$ cat config.mk
export PLATFORM = sky130hd
export DESIGN_NAME = laa_core
export DESIGN_NICKNAME = d
export VERILOG_FILES = /design/src/include/laa_pkg.sv /design/src/rtl/laa_core.sv
export VERILOG_INCLUDE_DIRS = /design/src /design/src/include
export SDC_FILE = /design/constraint.sdc
export NUM_CORES = 1
export LEC_CHECK = 0
export ABC_CLOCK_PERIOD_IN_PS = 3300
export BUFFER_PORTS_ARGS = -buffer_cell sky130_fd_sc_hd__buf_2
export CAP_MARGIN = 15
export CORE_MARGIN = 5
export CORE_UTILIZATION = 25
export DETAILED_ROUTE_END_ITERATION = 10
export PLACE_DENSITY = 0.45
export SLEW_MARGIN = 10
export SYNTH_ARGS = -nofsm -noshare
export SYNTH_HDL_FRONTEND = slang
export SYNTH_SLANG_ARGS = --single-unit
$ cat constraint.sdc
create_clock -name mclk_i -period 3.3 [get_ports mclk_i]
set_input_delay 0.165 -clock mclk_i [delete_from_list [all_inputs] [get_ports mclk_i]]
set_output_delay 0.165 -clock mclk_i [all_outputs]
set_load 0.02 [all_outputs]
$ cat src/include/laa_consts.svh
// constants of the loop auto address assignment block
// assumes: included by the package and the core, nothing else
`ifndef LAA_CONSTS_SVH
`define LAA_CONSTS_SVH

`define LAA_ADDR_W        5
`define LAA_ADDR_ZERO     5'h00
`define LAA_ADDR_ONE      5'h01
`define LAA_ADDR_MAX      5'h1e
`define LAA_ADDR_ILLEGAL  5'h1f
`define LAA_SPAN_ZERO     6'h00
`define LAA_SPAN_ONE      6'h01
`define LAA_CAP_SIMPLE    0
`define LAA_CAP_EXTENDED  1
`define LAA_CAP_MULTIPLE  2
`define LAA_CAPS_DEF      3'h7
`define LAA_DFLT_AT_PON   1'b0

`endif

$ cat src/include/laa_pkg.sv
// types of the loop auto address assignment block
// assumes: laa_consts.svh on the include path
`include "laa_consts.svh"

package laa_pkg;

  typedef logic [`LAA_ADDR_W-1:0] laa_addr_t;

  typedef enum logic [2:0] {
    MSG_SIMPLE    = 3'h0,
    MSG_EXT_PRI   = 3'h1,
    MSG_EXT_SEC   = 3'h2,
    MSG_MULTI_PRI = 3'h3,
    MSG_ZERO_SEC  = 3'h4,
    MSG_UNCONF    = 3'h5,
    MSG_GROUP     = 3'h6,
    MSG_OTHER     = 3'h7
  } laa_kind_e;

  typedef enum logic [8:0] {
    ST_UNCONF   = 9'h001,
    ST_SIMP_INC = 9'h002,
    ST_ONE_BYTE = 9'h004,
    ST_SEC_INC  = 9'h008,
    ST_WAIT_PRI = 9'h010,
    ST_PRI_INC  = 9'h020,
    ST_WAIT_SEC = 9'h040,
    ST_MULT_INC = 9'h080,
    ST_TWO_BYTE = 9'h100
  } laa_state_e;

  typedef struct packed {
    laa_kind_e  kind;
    logic [7:0] data;
  } laa_msg_s;

  typedef struct packed {
    logic      valid;
    logic      two_byte;
    logic      group;
    laa_addr_t primary;
    laa_addr_t secondary;
  } laa_query_s;

  typedef struct packed {
    logic      valid;
    laa_addr_t index;
  } laa_func_s;

endpackage : laa_pkg

$ cat src/rtl/laa_core.sv
// loop auto address assignment state machine of one loop device
// assumes: messages arrive already decoded from the acceptor data state,
// the source handshake reports transmission start, power-on from power logic
//
// Operation
// - address sits in low five bits; values zero to thirty legal
// - all-ones address field is illegal and ignored on receipt
// - power-on leaves function unconfigured without assigned address
// - unconfigure command in any state returns to unconfigured at once
// - configured device ignores foreign addresses and further assignments
// - unconfigured: simple, secondary, multi primary start their increment states
// - simple increment stores address, forwards plus one, then one-byte configured
// - one-byte configured answers own address only, ignores group messages
// - secondary increment stores secondary, forwards plus one, then waits primary
// - wait primary takes extended primary, then two-byte configured
// - extended primary forwarded unchanged; controller advances it
// - only holders of a legal secondary accept extended primary
// - primary increment stores primary, forwards plus one, waits secondary
// - zero secondary message moves wait secondary to multiple increment
// - multiple increment numbers functions from zero, forwards next secondary
// - two-byte configured answers own pair, ignores all but unconfigure
// - device supports at least one of three capability subsets
`include "laa_consts.svh"

module laa_core
  import laa_pkg::*;
#(
  parameter logic [2:0] CAPS = `LAA_CAPS_DEF
)
(
  input  wire logic       mclk_i,
  input  wire logic       rst_n_i,
  input  wire logic       power_on_i,
  input  wire logic       msg_valid_i,
  input  wire laa_msg_s   msg_i,
  input  wire logic       src_xfer_i,
  input  wire laa_addr_t  func_cnt_i,
  input  wire laa_addr_t  switch_addr_i,
  input  wire laa_query_s query_i,
  output laa_state_e      state_o,
  output logic            fwd_valid_o,
  output laa_msg_s        fwd_msg_o,
  output laa_func_s       func_assign_o,
  output logic            configured_o,
  output logic            two_byte_o,
  output logic            default_addr_o,
  output laa_addr_t       primary_o,
  output laa_addr_t       secondary_o,
  output logic [5:0]      sec_span_o,
  output logic            match_o
);

  // ****************************************
  // helpers
  // ****************************************
  function automatic logic addr_legal(input laa_addr_t a);
    addr_legal = (a != `LAA_ADDR_ILLEGAL);
  endfunction : addr_legal

  // field increment
  // only the address field moves; thirty steps to the illegal code, thirty-one wraps to zero
  function automatic logic [7:0] inc_field(input logic [7:0] d);
    inc_field = {d[7:`LAA_ADDR_W], d[`LAA_ADDR_W-1:0] + `LAA_ADDR_ONE};
  endfunction : inc_field

  // ****************************************
  // switch address synchroniser
  // ****************************************
  laa_addr_t sw_meta_r;
  laa_addr_t sw_sync_r;

  always_ff @(posedge mclk_i or negedge rst_n_i)
  begin
    if (!rst_n_i)
    begin
      sw_meta_r <= `LAA_ADDR_ZERO;
      sw_sync_r <= `LAA_ADDR_ZERO;
    end
    else
    begin
      sw_meta_r <= switch_addr_i;
      sw_sync_r <= sw_meta_r;
    end
  end

  // ****************************************
  // assignment state machine
  // ****************************************
  laa_state_e state_r;
  laa_state_e state_nxt;
  laa_addr_t  pri_r;
  laa_addr_t  pri_nxt;
  laa_addr_t  sec_r;
  laa_addr_t  sec_nxt;
  logic [5:0] span_r;
  logic [5:0] span_nxt;
  logic       dflt_r;
  logic       dflt_nxt;
  logic       pend_r;
  logic       pend_nxt;
  laa_msg_s   fwd_r;
  laa_msg_s   fwd_nxt;
  laa_addr_t  cnt_r;
  laa_addr_t  cnt_nxt;
  laa_func_s  fasg_r;
  laa_func_s  fasg_nxt;
  laa_addr_t  field;
  laa_addr_t  last_idx;
  logic       take;
  logic       started;
  assign field   = msg_i.data[`LAA_ADDR_W-1:0];
  assign take    = msg_valid_i && addr_legal(field);
  assign started = pend_r && src_xfer_i;

  // a zero count still yields one function; at most thirty-one (0..30)
  always_comb
  begin
    if (func_cnt_i == `LAA_ADDR_ZERO)
      last_idx = `LAA_ADDR_ZERO;
    else if (func_cnt_i == `LAA_ADDR_ILLEGAL)
      last_idx = `LAA_ADDR_MAX;
    else
      last_idx = func_cnt_i - `LAA_ADDR_ONE;
  end

  always_comb
  begin
    state_nxt = state_r;
    pri_nxt   = pri_r;
    sec_nxt   = sec_r;
    span_nxt  = span_r;
    dflt_nxt  = dflt_r;
    pend_nxt  = pend_r;
    fwd_nxt   = fwd_r;
    cnt_nxt   = cnt_r;
    fasg_nxt  = '0;
    if (started)
      pend_nxt = 1'b0;
    if (power_on_i)
    begin
      state_nxt = ST_UNCONF;
      dflt_nxt  = `LAA_DFLT_AT_PON;
      pend_nxt  = 1'b0;
      span_nxt  = `LAA_SPAN_ZERO;
    end
    else if (msg_valid_i && msg_i.kind == MSG_UNCONF)
    begin
      state_nxt = ST_UNCONF;
      dflt_nxt  = 1'b1;
      pend_nxt  = 1'b0;
      span_nxt  = `LAA_SPAN_ZERO;
    end
    else
    begin
      case (state_r)
        ST_UNCONF:
        begin
          if (take && msg_i.kind == MSG_SIMPLE && CAPS[`LAA_CAP_SIMPLE])
          begin
            pri_nxt   = field;
            fwd_nxt   = '{kind: MSG_SIMPLE, data: inc_field(msg_i.data)};
            pend_nxt  = 1'b1;
            state_nxt = ST_SIMP_INC;
          end
          else if (take && msg_i.kind == MSG_EXT_SEC && CAPS[`LAA_CAP_EXTENDED])
          begin
            sec_nxt   = field;
            fwd_nxt   = '{kind: MSG_EXT_SEC, data: inc_field(msg_i.data)};
            pend_nxt  = 1'b1;
            state_nxt = ST_SEC_INC;
          end
          else if (take && msg_i.kind == MSG_MULTI_PRI && CAPS[`LAA_CAP_MULTIPLE])
          begin
            pri_nxt   = field;
            fwd_nxt   = '{kind: MSG_MULTI_PRI, data: inc_field(msg_i.data)};
            pend_nxt  = 1'b1;
            state_nxt = ST_PRI_INC;
          end
        end
        ST_SIMP_INC:
        begin
          if (started)
            state_nxt = ST_ONE_BYTE;
        end
        ST_SEC_INC:
        begin
          if (started)
            state_nxt = ST_WAIT_PRI;
        end
        ST_WAIT_PRI:
        begin
          if (take && msg_i.kind == MSG_EXT_PRI && addr_legal(sec_r))
          begin
            pri_nxt   = field;
            span_nxt  = `LAA_SPAN_ONE;
            fwd_nxt   = msg_i;
            pend_nxt  = 1'b1;
            state_nxt = ST_TWO_BYTE;
          end
        end
        ST_PRI_INC:
        begin
          if (started)
            state_nxt = ST_WAIT_SEC;
        end
        ST_WAIT_SEC:
        begin
          if (take && msg_i.kind == MSG_ZERO_SEC)
          begin
            sec_nxt   = `LAA_ADDR_ZERO;
            cnt_nxt   = `LAA_ADDR_ZERO;
            fwd_nxt   = msg_i;
            state_nxt = ST_MULT_INC;
          end
        end
        ST_MULT_INC:
        begin
          if (started)
            state_nxt = ST_TWO_BYTE;
          else if (!pend_r)
          begin
            fasg_nxt = '{valid: 1'b1, index: cnt_r};
            if (cnt_r == last_idx)
            begin
              // next secondary is one past the last number handed out
              fwd_nxt.kind = MSG_EXT_SEC;
              fwd_nxt.data = inc_field({fwd_r.data[7:`LAA_ADDR_W], cnt_r});
              span_nxt     = {1'b0, cnt_r} + `LAA_SPAN_ONE;
              pend_nxt     = 1'b1;
            end
            else
              cnt_nxt = cnt_r + `LAA_ADDR_ONE;
          end
        end
        ST_ONE_BYTE,
        ST_TWO_BYTE:
        begin
          state_nxt = state_r;
        end
        default:
          state_nxt = ST_UNCONF;
      endcase
    end
  end

  always_ff @(posedge mclk_i or negedge rst_n_i)
  begin
    if (!rst_n_i)
    begin
      state_r <= ST_UNCONF;
      pri_r   <= `LAA_ADDR_ZERO;
      sec_r   <= `LAA_ADDR_ZERO;
      span_r  <= `LAA_SPAN_ZERO;
      dflt_r  <= `LAA_DFLT_AT_PON;
      pend_r  <= 1'b0;
      fwd_r   <= '0;
      cnt_r   <= `LAA_ADDR_ZERO;
      fasg_r  <= '0;
    end
    else
    begin
      state_r <= state_nxt;
      pri_r   <= pri_nxt;
      sec_r   <= sec_nxt;
      span_r  <= span_nxt;
      dflt_r  <= dflt_nxt;
      pend_r  <= pend_nxt;
      fwd_r   <= fwd_nxt;
      cnt_r   <= cnt_nxt;
      fasg_r  <= fasg_nxt;
    end
  end

  // ****************************************
  // address recognition
  // ****************************************
  logic [5:0] sec_off;

  assign sec_off = {1'b0, query_i.secondary} - {1'b0, sec_r};

  always_comb
  begin
    match_o = 1'b0;
    case (state_r)
      ST_ONE_BYTE:
        match_o = query_i.valid && !query_i.two_byte && !query_i.group
                  && query_i.primary == pri_r;
      ST_TWO_BYTE:
        match_o = query_i.valid && query_i.two_byte && !query_i.group
                  && query_i.primary == pri_r
                  && query_i.secondary >= sec_r && sec_off < span_r;
      ST_UNCONF:
        match_o = query_i.valid && dflt_r && !query_i.two_byte
                  && !query_i.group && query_i.primary == sw_sync_r;
      default:
        match_o = 1'b0;
    endcase
  end

  // ****************************************
  // outputs
  // ****************************************
  assign state_o        = state_r;
  assign fwd_valid_o    = pend_r;
  assign fwd_msg_o      = fwd_r;
  assign func_assign_o  = fasg_r;
  assign configured_o   = (state_r == ST_ONE_BYTE) || (state_r == ST_TWO_BYTE);
  assign two_byte_o     = (state_r == ST_TWO_BYTE);
  assign default_addr_o = dflt_r && (state_r == ST_UNCONF);
  assign primary_o      = pri_r;
  assign secondary_o    = sec_r;
  assign sec_span_o     = span_r;

endmodule : laa_core

---- Word-level counts from Yosys, hierarchy flattened ----
Cells that the tools add are included.
cells by class
  mux-type cells .......................... 62
  bitwise operators ....................... 3
  equal/unequal tests ..................... 42
  reduce and logical (&&, ||, !) cells .... 42
  order comparisons ....................... 2
  add/subtract/negate cells ............... 5
operators by type and width
  cell                                                                   number
  9-bit 2-to-1 mux                                                       11
  11-bit 2-to-1 mux                                                      8
  9-bit one-hot mux with 8 select lines                                  1
  6-bit 2-to-1 mux                                                       11
  5-bit 2-to-1 mux                                                       12
  11-bit one-hot mux with 4 select lines                                 1
  4-bit != test, second input constant                                   10
  5-bit one-hot mux with 2 select lines                                  3
  1-bit logical AND                                                      22
  2-bit != test, second input constant                                   8
  5-bit equality test                                                    3
  7-bit AND reduction                                                    2
  1-bit 2-to-1 mux                                                       12
  6-bit one-hot mux with 2 select lines                                  1
  6-bit AND reduction                                                    2
  5-bit by 1-bit adder with 5-bit output, second input constant          2
  5-bit != test, second input constant                                   2
  9-bit by 1-bit equality test with 1-bit output, second input constant  1
  9-bit by 2-bit equality test with 1-bit output, second input constant  1
  9-bit by 3-bit equality test with 1-bit output, second input constant  1
  9-bit by 4-bit equality test with 1-bit output, second input constant  1
  9-bit by 5-bit equality test with 1-bit output, second input constant  1
  9-bit by 6-bit equality test with 1-bit output, second input constant  1
  9-bit by 7-bit equality test with 1-bit output, second input constant  1
  26 further kinds                                                       38
storage, ports and cells
  word-level logic and storage cells ...... 170
  input port bits ......................... 39
  output and inout bits ................... 47
  flip-flop bits (word level) ............. 59

---- Longest topological paths before layout ----
  depth after elaboration ................. 10
  mapped depth ............................ 11
  depth with buffers taken out ............ 11

---- Worst setup path before layout ----
No wires, ideal clock.
  path type ............................... reg2out
  start point ............................. register state_r[3], in the netlist state_o[3]
  end point ............................... output match_o
  path buffers ............................ 1
  slack ................................... 0.356 ns
  arrival ................................. 2.779 ns
  cell stages (with the launch flop) ...... 7
  data required time ...................... 3.135 ns
  cells stage by stage .................... dfrtp_1 buf_2 or4_1 or4_1 nor3b_2 nand3_1 o31ai_1
on the way
  word-level cells in the longest chain between the ends .. 2
  elaborated cells between the ends (all ways) .. 4
  classes of those cells .................. eq/ne: 3; mux: 1
RTL lines
  element                                RTL line         text
  start: declaration                     laa_core.sv:89   laa_state_e state_r;
  start signal: assignment               laa_core.sv:262  state_r <= state_nxt;
  9-bit equality test                    n/a
  via two_byte_o                         laa_core.sv:45   output logic two_byte_o,
  1-bit one-hot mux with 3 select lines  laa_core.sv:284  case (state_r)
  end: declaration                       laa_core.sv:50   output logic match_o
The timed path passes the listed nets, and every way through them passes these cells.

---- Final worst setup path ----
  start point ............................. register state_r[5], in the netlist state_o[5]
  end point ............................... output match_o
on the way
  word-level cells in the longest chain between the ends .. 2
  elaborated cells between the ends (all ways) .. 4
  classes of those cells .................. eq/ne: 3; mux: 1
RTL lines
  element                                                                       RTL line
  9-bit by 1-bit equality test with 1-bit output, or another cell as far along  laa_core.sv:284
  1-bit one-hot mux with 3 select lines (*)                                     laa_core.sv:284
Every way passes the cells marked *; elsewhere a longest branch is shown, timed or not.

==> results.md <==
* DRT iter0 DRCs at 156
* Post-route ant nets at 0
* Crit share post-route at 0.955
* Clock slew at reported path FFs at 0.05 ns
* Mean Syn Cell Area at 9.73 sq um
* Peak VDD IR at 243 uV
* WS Path Type: flip-flop to output port
* First-pass GRT wire length at 17200 um
* Seq pwr share at 0.309
* LEAKAGE at 2.09 nW
* Worst slew pin tran at 0.981 ns
* Synth warnings at 0
* Top cells by area, synth: dfrtp_1 41%, ha_1 5.3%, mux2_2 3.5%
* Antenna diode count at 0
* Share of layout cells above drive strength 1 at 0.281
* Fin crit period at 3.15 ns
* Cell area power density at 742 mW/mm^2
* Combinational share of power at 0.356
* Primary FF master, synth: dfrtp_1
* Max cap viols at 0
* R2R Setup Slk at 0.65 ns
* Synth Net Count at 419
* RSZ-0062 raised after global routing: no
* Area of the core at 0.0139 sq mm
* Tot Pwr at 0.00338 W
* Synth area leader: dfrtp_1
* Final setup skew at 0.00628 ns
* Min-Delay Path Class: input pin to asynchronous set/reset pin
* Vias in the first global route at 3136
* Relative slew slack at 0.346
* H-tree lvl count at 3
* Psw at 0.00119 W
* Drt drc at 0
* Largest net degree at the start of global routing at 43
* Fin Setup TNS at 0 ns
* Share of the synthesized area in the top cell type at 0.410
* Die area at 0.0166 sq mm
* GRT Total Usage at 0.132
* Num CTS Buffers at 9
* Total iterations of the first detailed-routing run at 4
* Post-synthesis instance area at 0.00354 sq mm
* CP Max Fanout at 16
* Root Driver: clkbuf_16
* Critical R2R Launch: state_o[5]
* DR vias/cell at 4.91
* Final Max Slew Viols at 0
* Final WL at 10900 um
* Initial antenna violation count at 0
* Hold slack at -0.0145 ns
* Synthesized instance count at 364
* Reg2Reg Depth at 6
* Critical Path AT at 2.98 ns
* EDFF count, synth at 0
* Post-CTS sizing at 0
* Final core occ at 0.328
* Worst-skew pair later-pin latency at 0.33 ns
* Post-synth top cells: 58 x dfrtp_1, 27 x nor2_1, 24 x inv_1, 22 x nand2_1, 15 x ha_1
* Post-synthesis async set-or-reset flop share at 1.00
* FF-to-FF End: sec_span_o[5]
* Clock power frac at 0.335
* Remaining global-route overflow at 0
* Clock sink count at 59
* Switch share at 0.350
* Crit. End Element: output port
* Fmax at 317 MHz
* Initial Utilization at 0.255
* Int Pwr at 0.00220 W
* Crit. Startpoint: state_o[5]
* Area delta synth->final at 28.7%
* HPWL after detailed placement at 8510 um
* DR WL/cell at 17.0 um
* #FFs+latches synth at 59
* Total Nets Final at 509
* I/O Buffers at 85
* I/O pins at 86
* Site Rows at 43
* CTS max path bufs at 2
* Required time worst endpoint at 3.13 ns
* Die X at 129 um
* Final Hold Fails at 8
* # setup viols final at 0
* Synth unique cells at 67
* Failing checks: negative hold slack
* Outcome: complete, but fails checks
* GP Congestion at 0.883
* Top-count cell post-synth: dfrtp_1
* CP Launch Type: flip-flop
* Die Span Y at 129 um
* Vias at 3138
* TritonCTS clock tree: built
* Sequential area share after synthesis at 0.417
-- stage by stage --
step / instance area (sq um) / std cells / setup slack, ns
final: 4560 / 639 / 0.150
after global routing: 4560 / 639 / 0.0178
after CTS: 4560 / 639 / 0.124
after detailed placement: 4150 / 618 / 0.419
after global placement: 4150 / 618 / 0.471
after floorplan: 3540 / 364 / 0.356
-- repair_timing --
action | 4_1_cts | 5_1_grt
hold buffers | 5 | 0
buffers inserted | 0 | 0
hold endpoints to repair | 5 | 0
-- cells by family after synthesis --
| family | count (synthesis) | synth area share |
|---|---|---|
| AOI/OAI and AO/OA | 83 | 0.169 |
| xor gates and xnor gates | 20 | 0.0495 |
| adders and majority gates | 16 | 0.0586 |
| buffers and inverters | 39 | 0.0456 |
| DFF | 59 | 0.417 |
| muxes | 18 | 0.0548 |
| and+or+nand+nor | 129 | 0.205 |
-- worst max-delay path by stage --
stage                   endpoint  slack [ns]  cells past startpoint
global placement         match_o        0.47                      6
finish                   match_o        0.15                      6
CTS                      match_o        0.12                      6
global route             match_o        0.02                     11
detailed placement  fwd_msg_o[4]        0.42                     10
floorplan                match_o        0.36                      6
-- cell type report --
| class | count | area [sq um] |
|---|---|---|
| clock buffers | 11 | 233 |
| fillers | 1465 | 9320 |
| flip-flops and latches | 59 | 1480 |
| repair buffers | 94 | 505 |
| multi-input cells | 266 | 1900 |
| clock inverters | 5 | 125 |
| inverters | 24 | 90.1 |
| well taps | 180 | 225 |
-- placed cells by master (no fill, tap or decap), types with 3 or more instances in the layout --
cell           netlist  final
xor2_1               9      9
and2_1               7      7
nor3_1               8      8
and3_1               5      5
xnor2_1             11     11
nor4_1               8      8
nor4b_1              4      4
or3_1                5      5
bufinv_16            0      4
a22o_1               6      6
a311oi_1             3      3
a21o_1               6      6
or4_1                3      3
dfrtp_1             58     58
o22ai_1              5      5
o31ai_1              4      4
nor2b_1              3      3
clkbuf_16            0      9
inv_1               24     24
nand4_1              6      6
nand3_1             10     10
a21oi_1             14     14
a31o_2               3      3
nand2b_1             5      5
ha_1                15     15
mux2i_1              7      7
nor2_1              27     27
dlygate4sd3_1        0      5
nand2_1             22     22
a31oi_1              6      6
o21ai_0             14     14
buf_2                6     85
buf_4                2      4
mux2_2              11     11
-- worst max-delay path, stage by stage, from the launching register on --
cell and delay, ns:
dfrtp_1 0.55, or4_1 0.58, or4_1 0.52, nor3b_2 0.33, nand3_1 0.16, o31ai_1 0.31, buf_2 0.22
-- sequential cells by signal (all words and copies together) (netlist names) --
| signal | cells |
|---|---|
| func_assign_o | 6 |
| sw_meta_r | 5 |
| primary_o | 5 |
| fwd_valid_o | 1 |
| cnt_r | 5 |
| fwd_msg_o | 11 |
| sw_sync_r | 5 |
| secondary_o | 5 |
| dflt_r | 1 |
| sec_span_o | 6 |
| state_o | 9 |
-- layer usage --
metal / share of wire / wire length [um] / GRT usage / vias up
li1: - / - / - / 1516
met1: 0.46 / 4970 / 0.177 / 1537
met2: 0.49 / 5310 / 0.216 / 75
met3: 0.041 / 445 / 0.0247 / 10
met4: 0.012 / 131 / 0.0426 / 0
met5: 0 / 0 / 0 / -
-- power by group through the flow --
stage               logic, W  registers, W  clock network (W)
global placement     0.00121       0.00106                  0
finish               0.00121       0.00105            0.00113
detailed placement   0.00121       0.00106                  0
CTS                  0.00122       0.00105            0.00116
floorplan           0.000707       0.00116                  0
global route         0.00135       0.00107            0.00119
(Power assumes the default switching activity.)
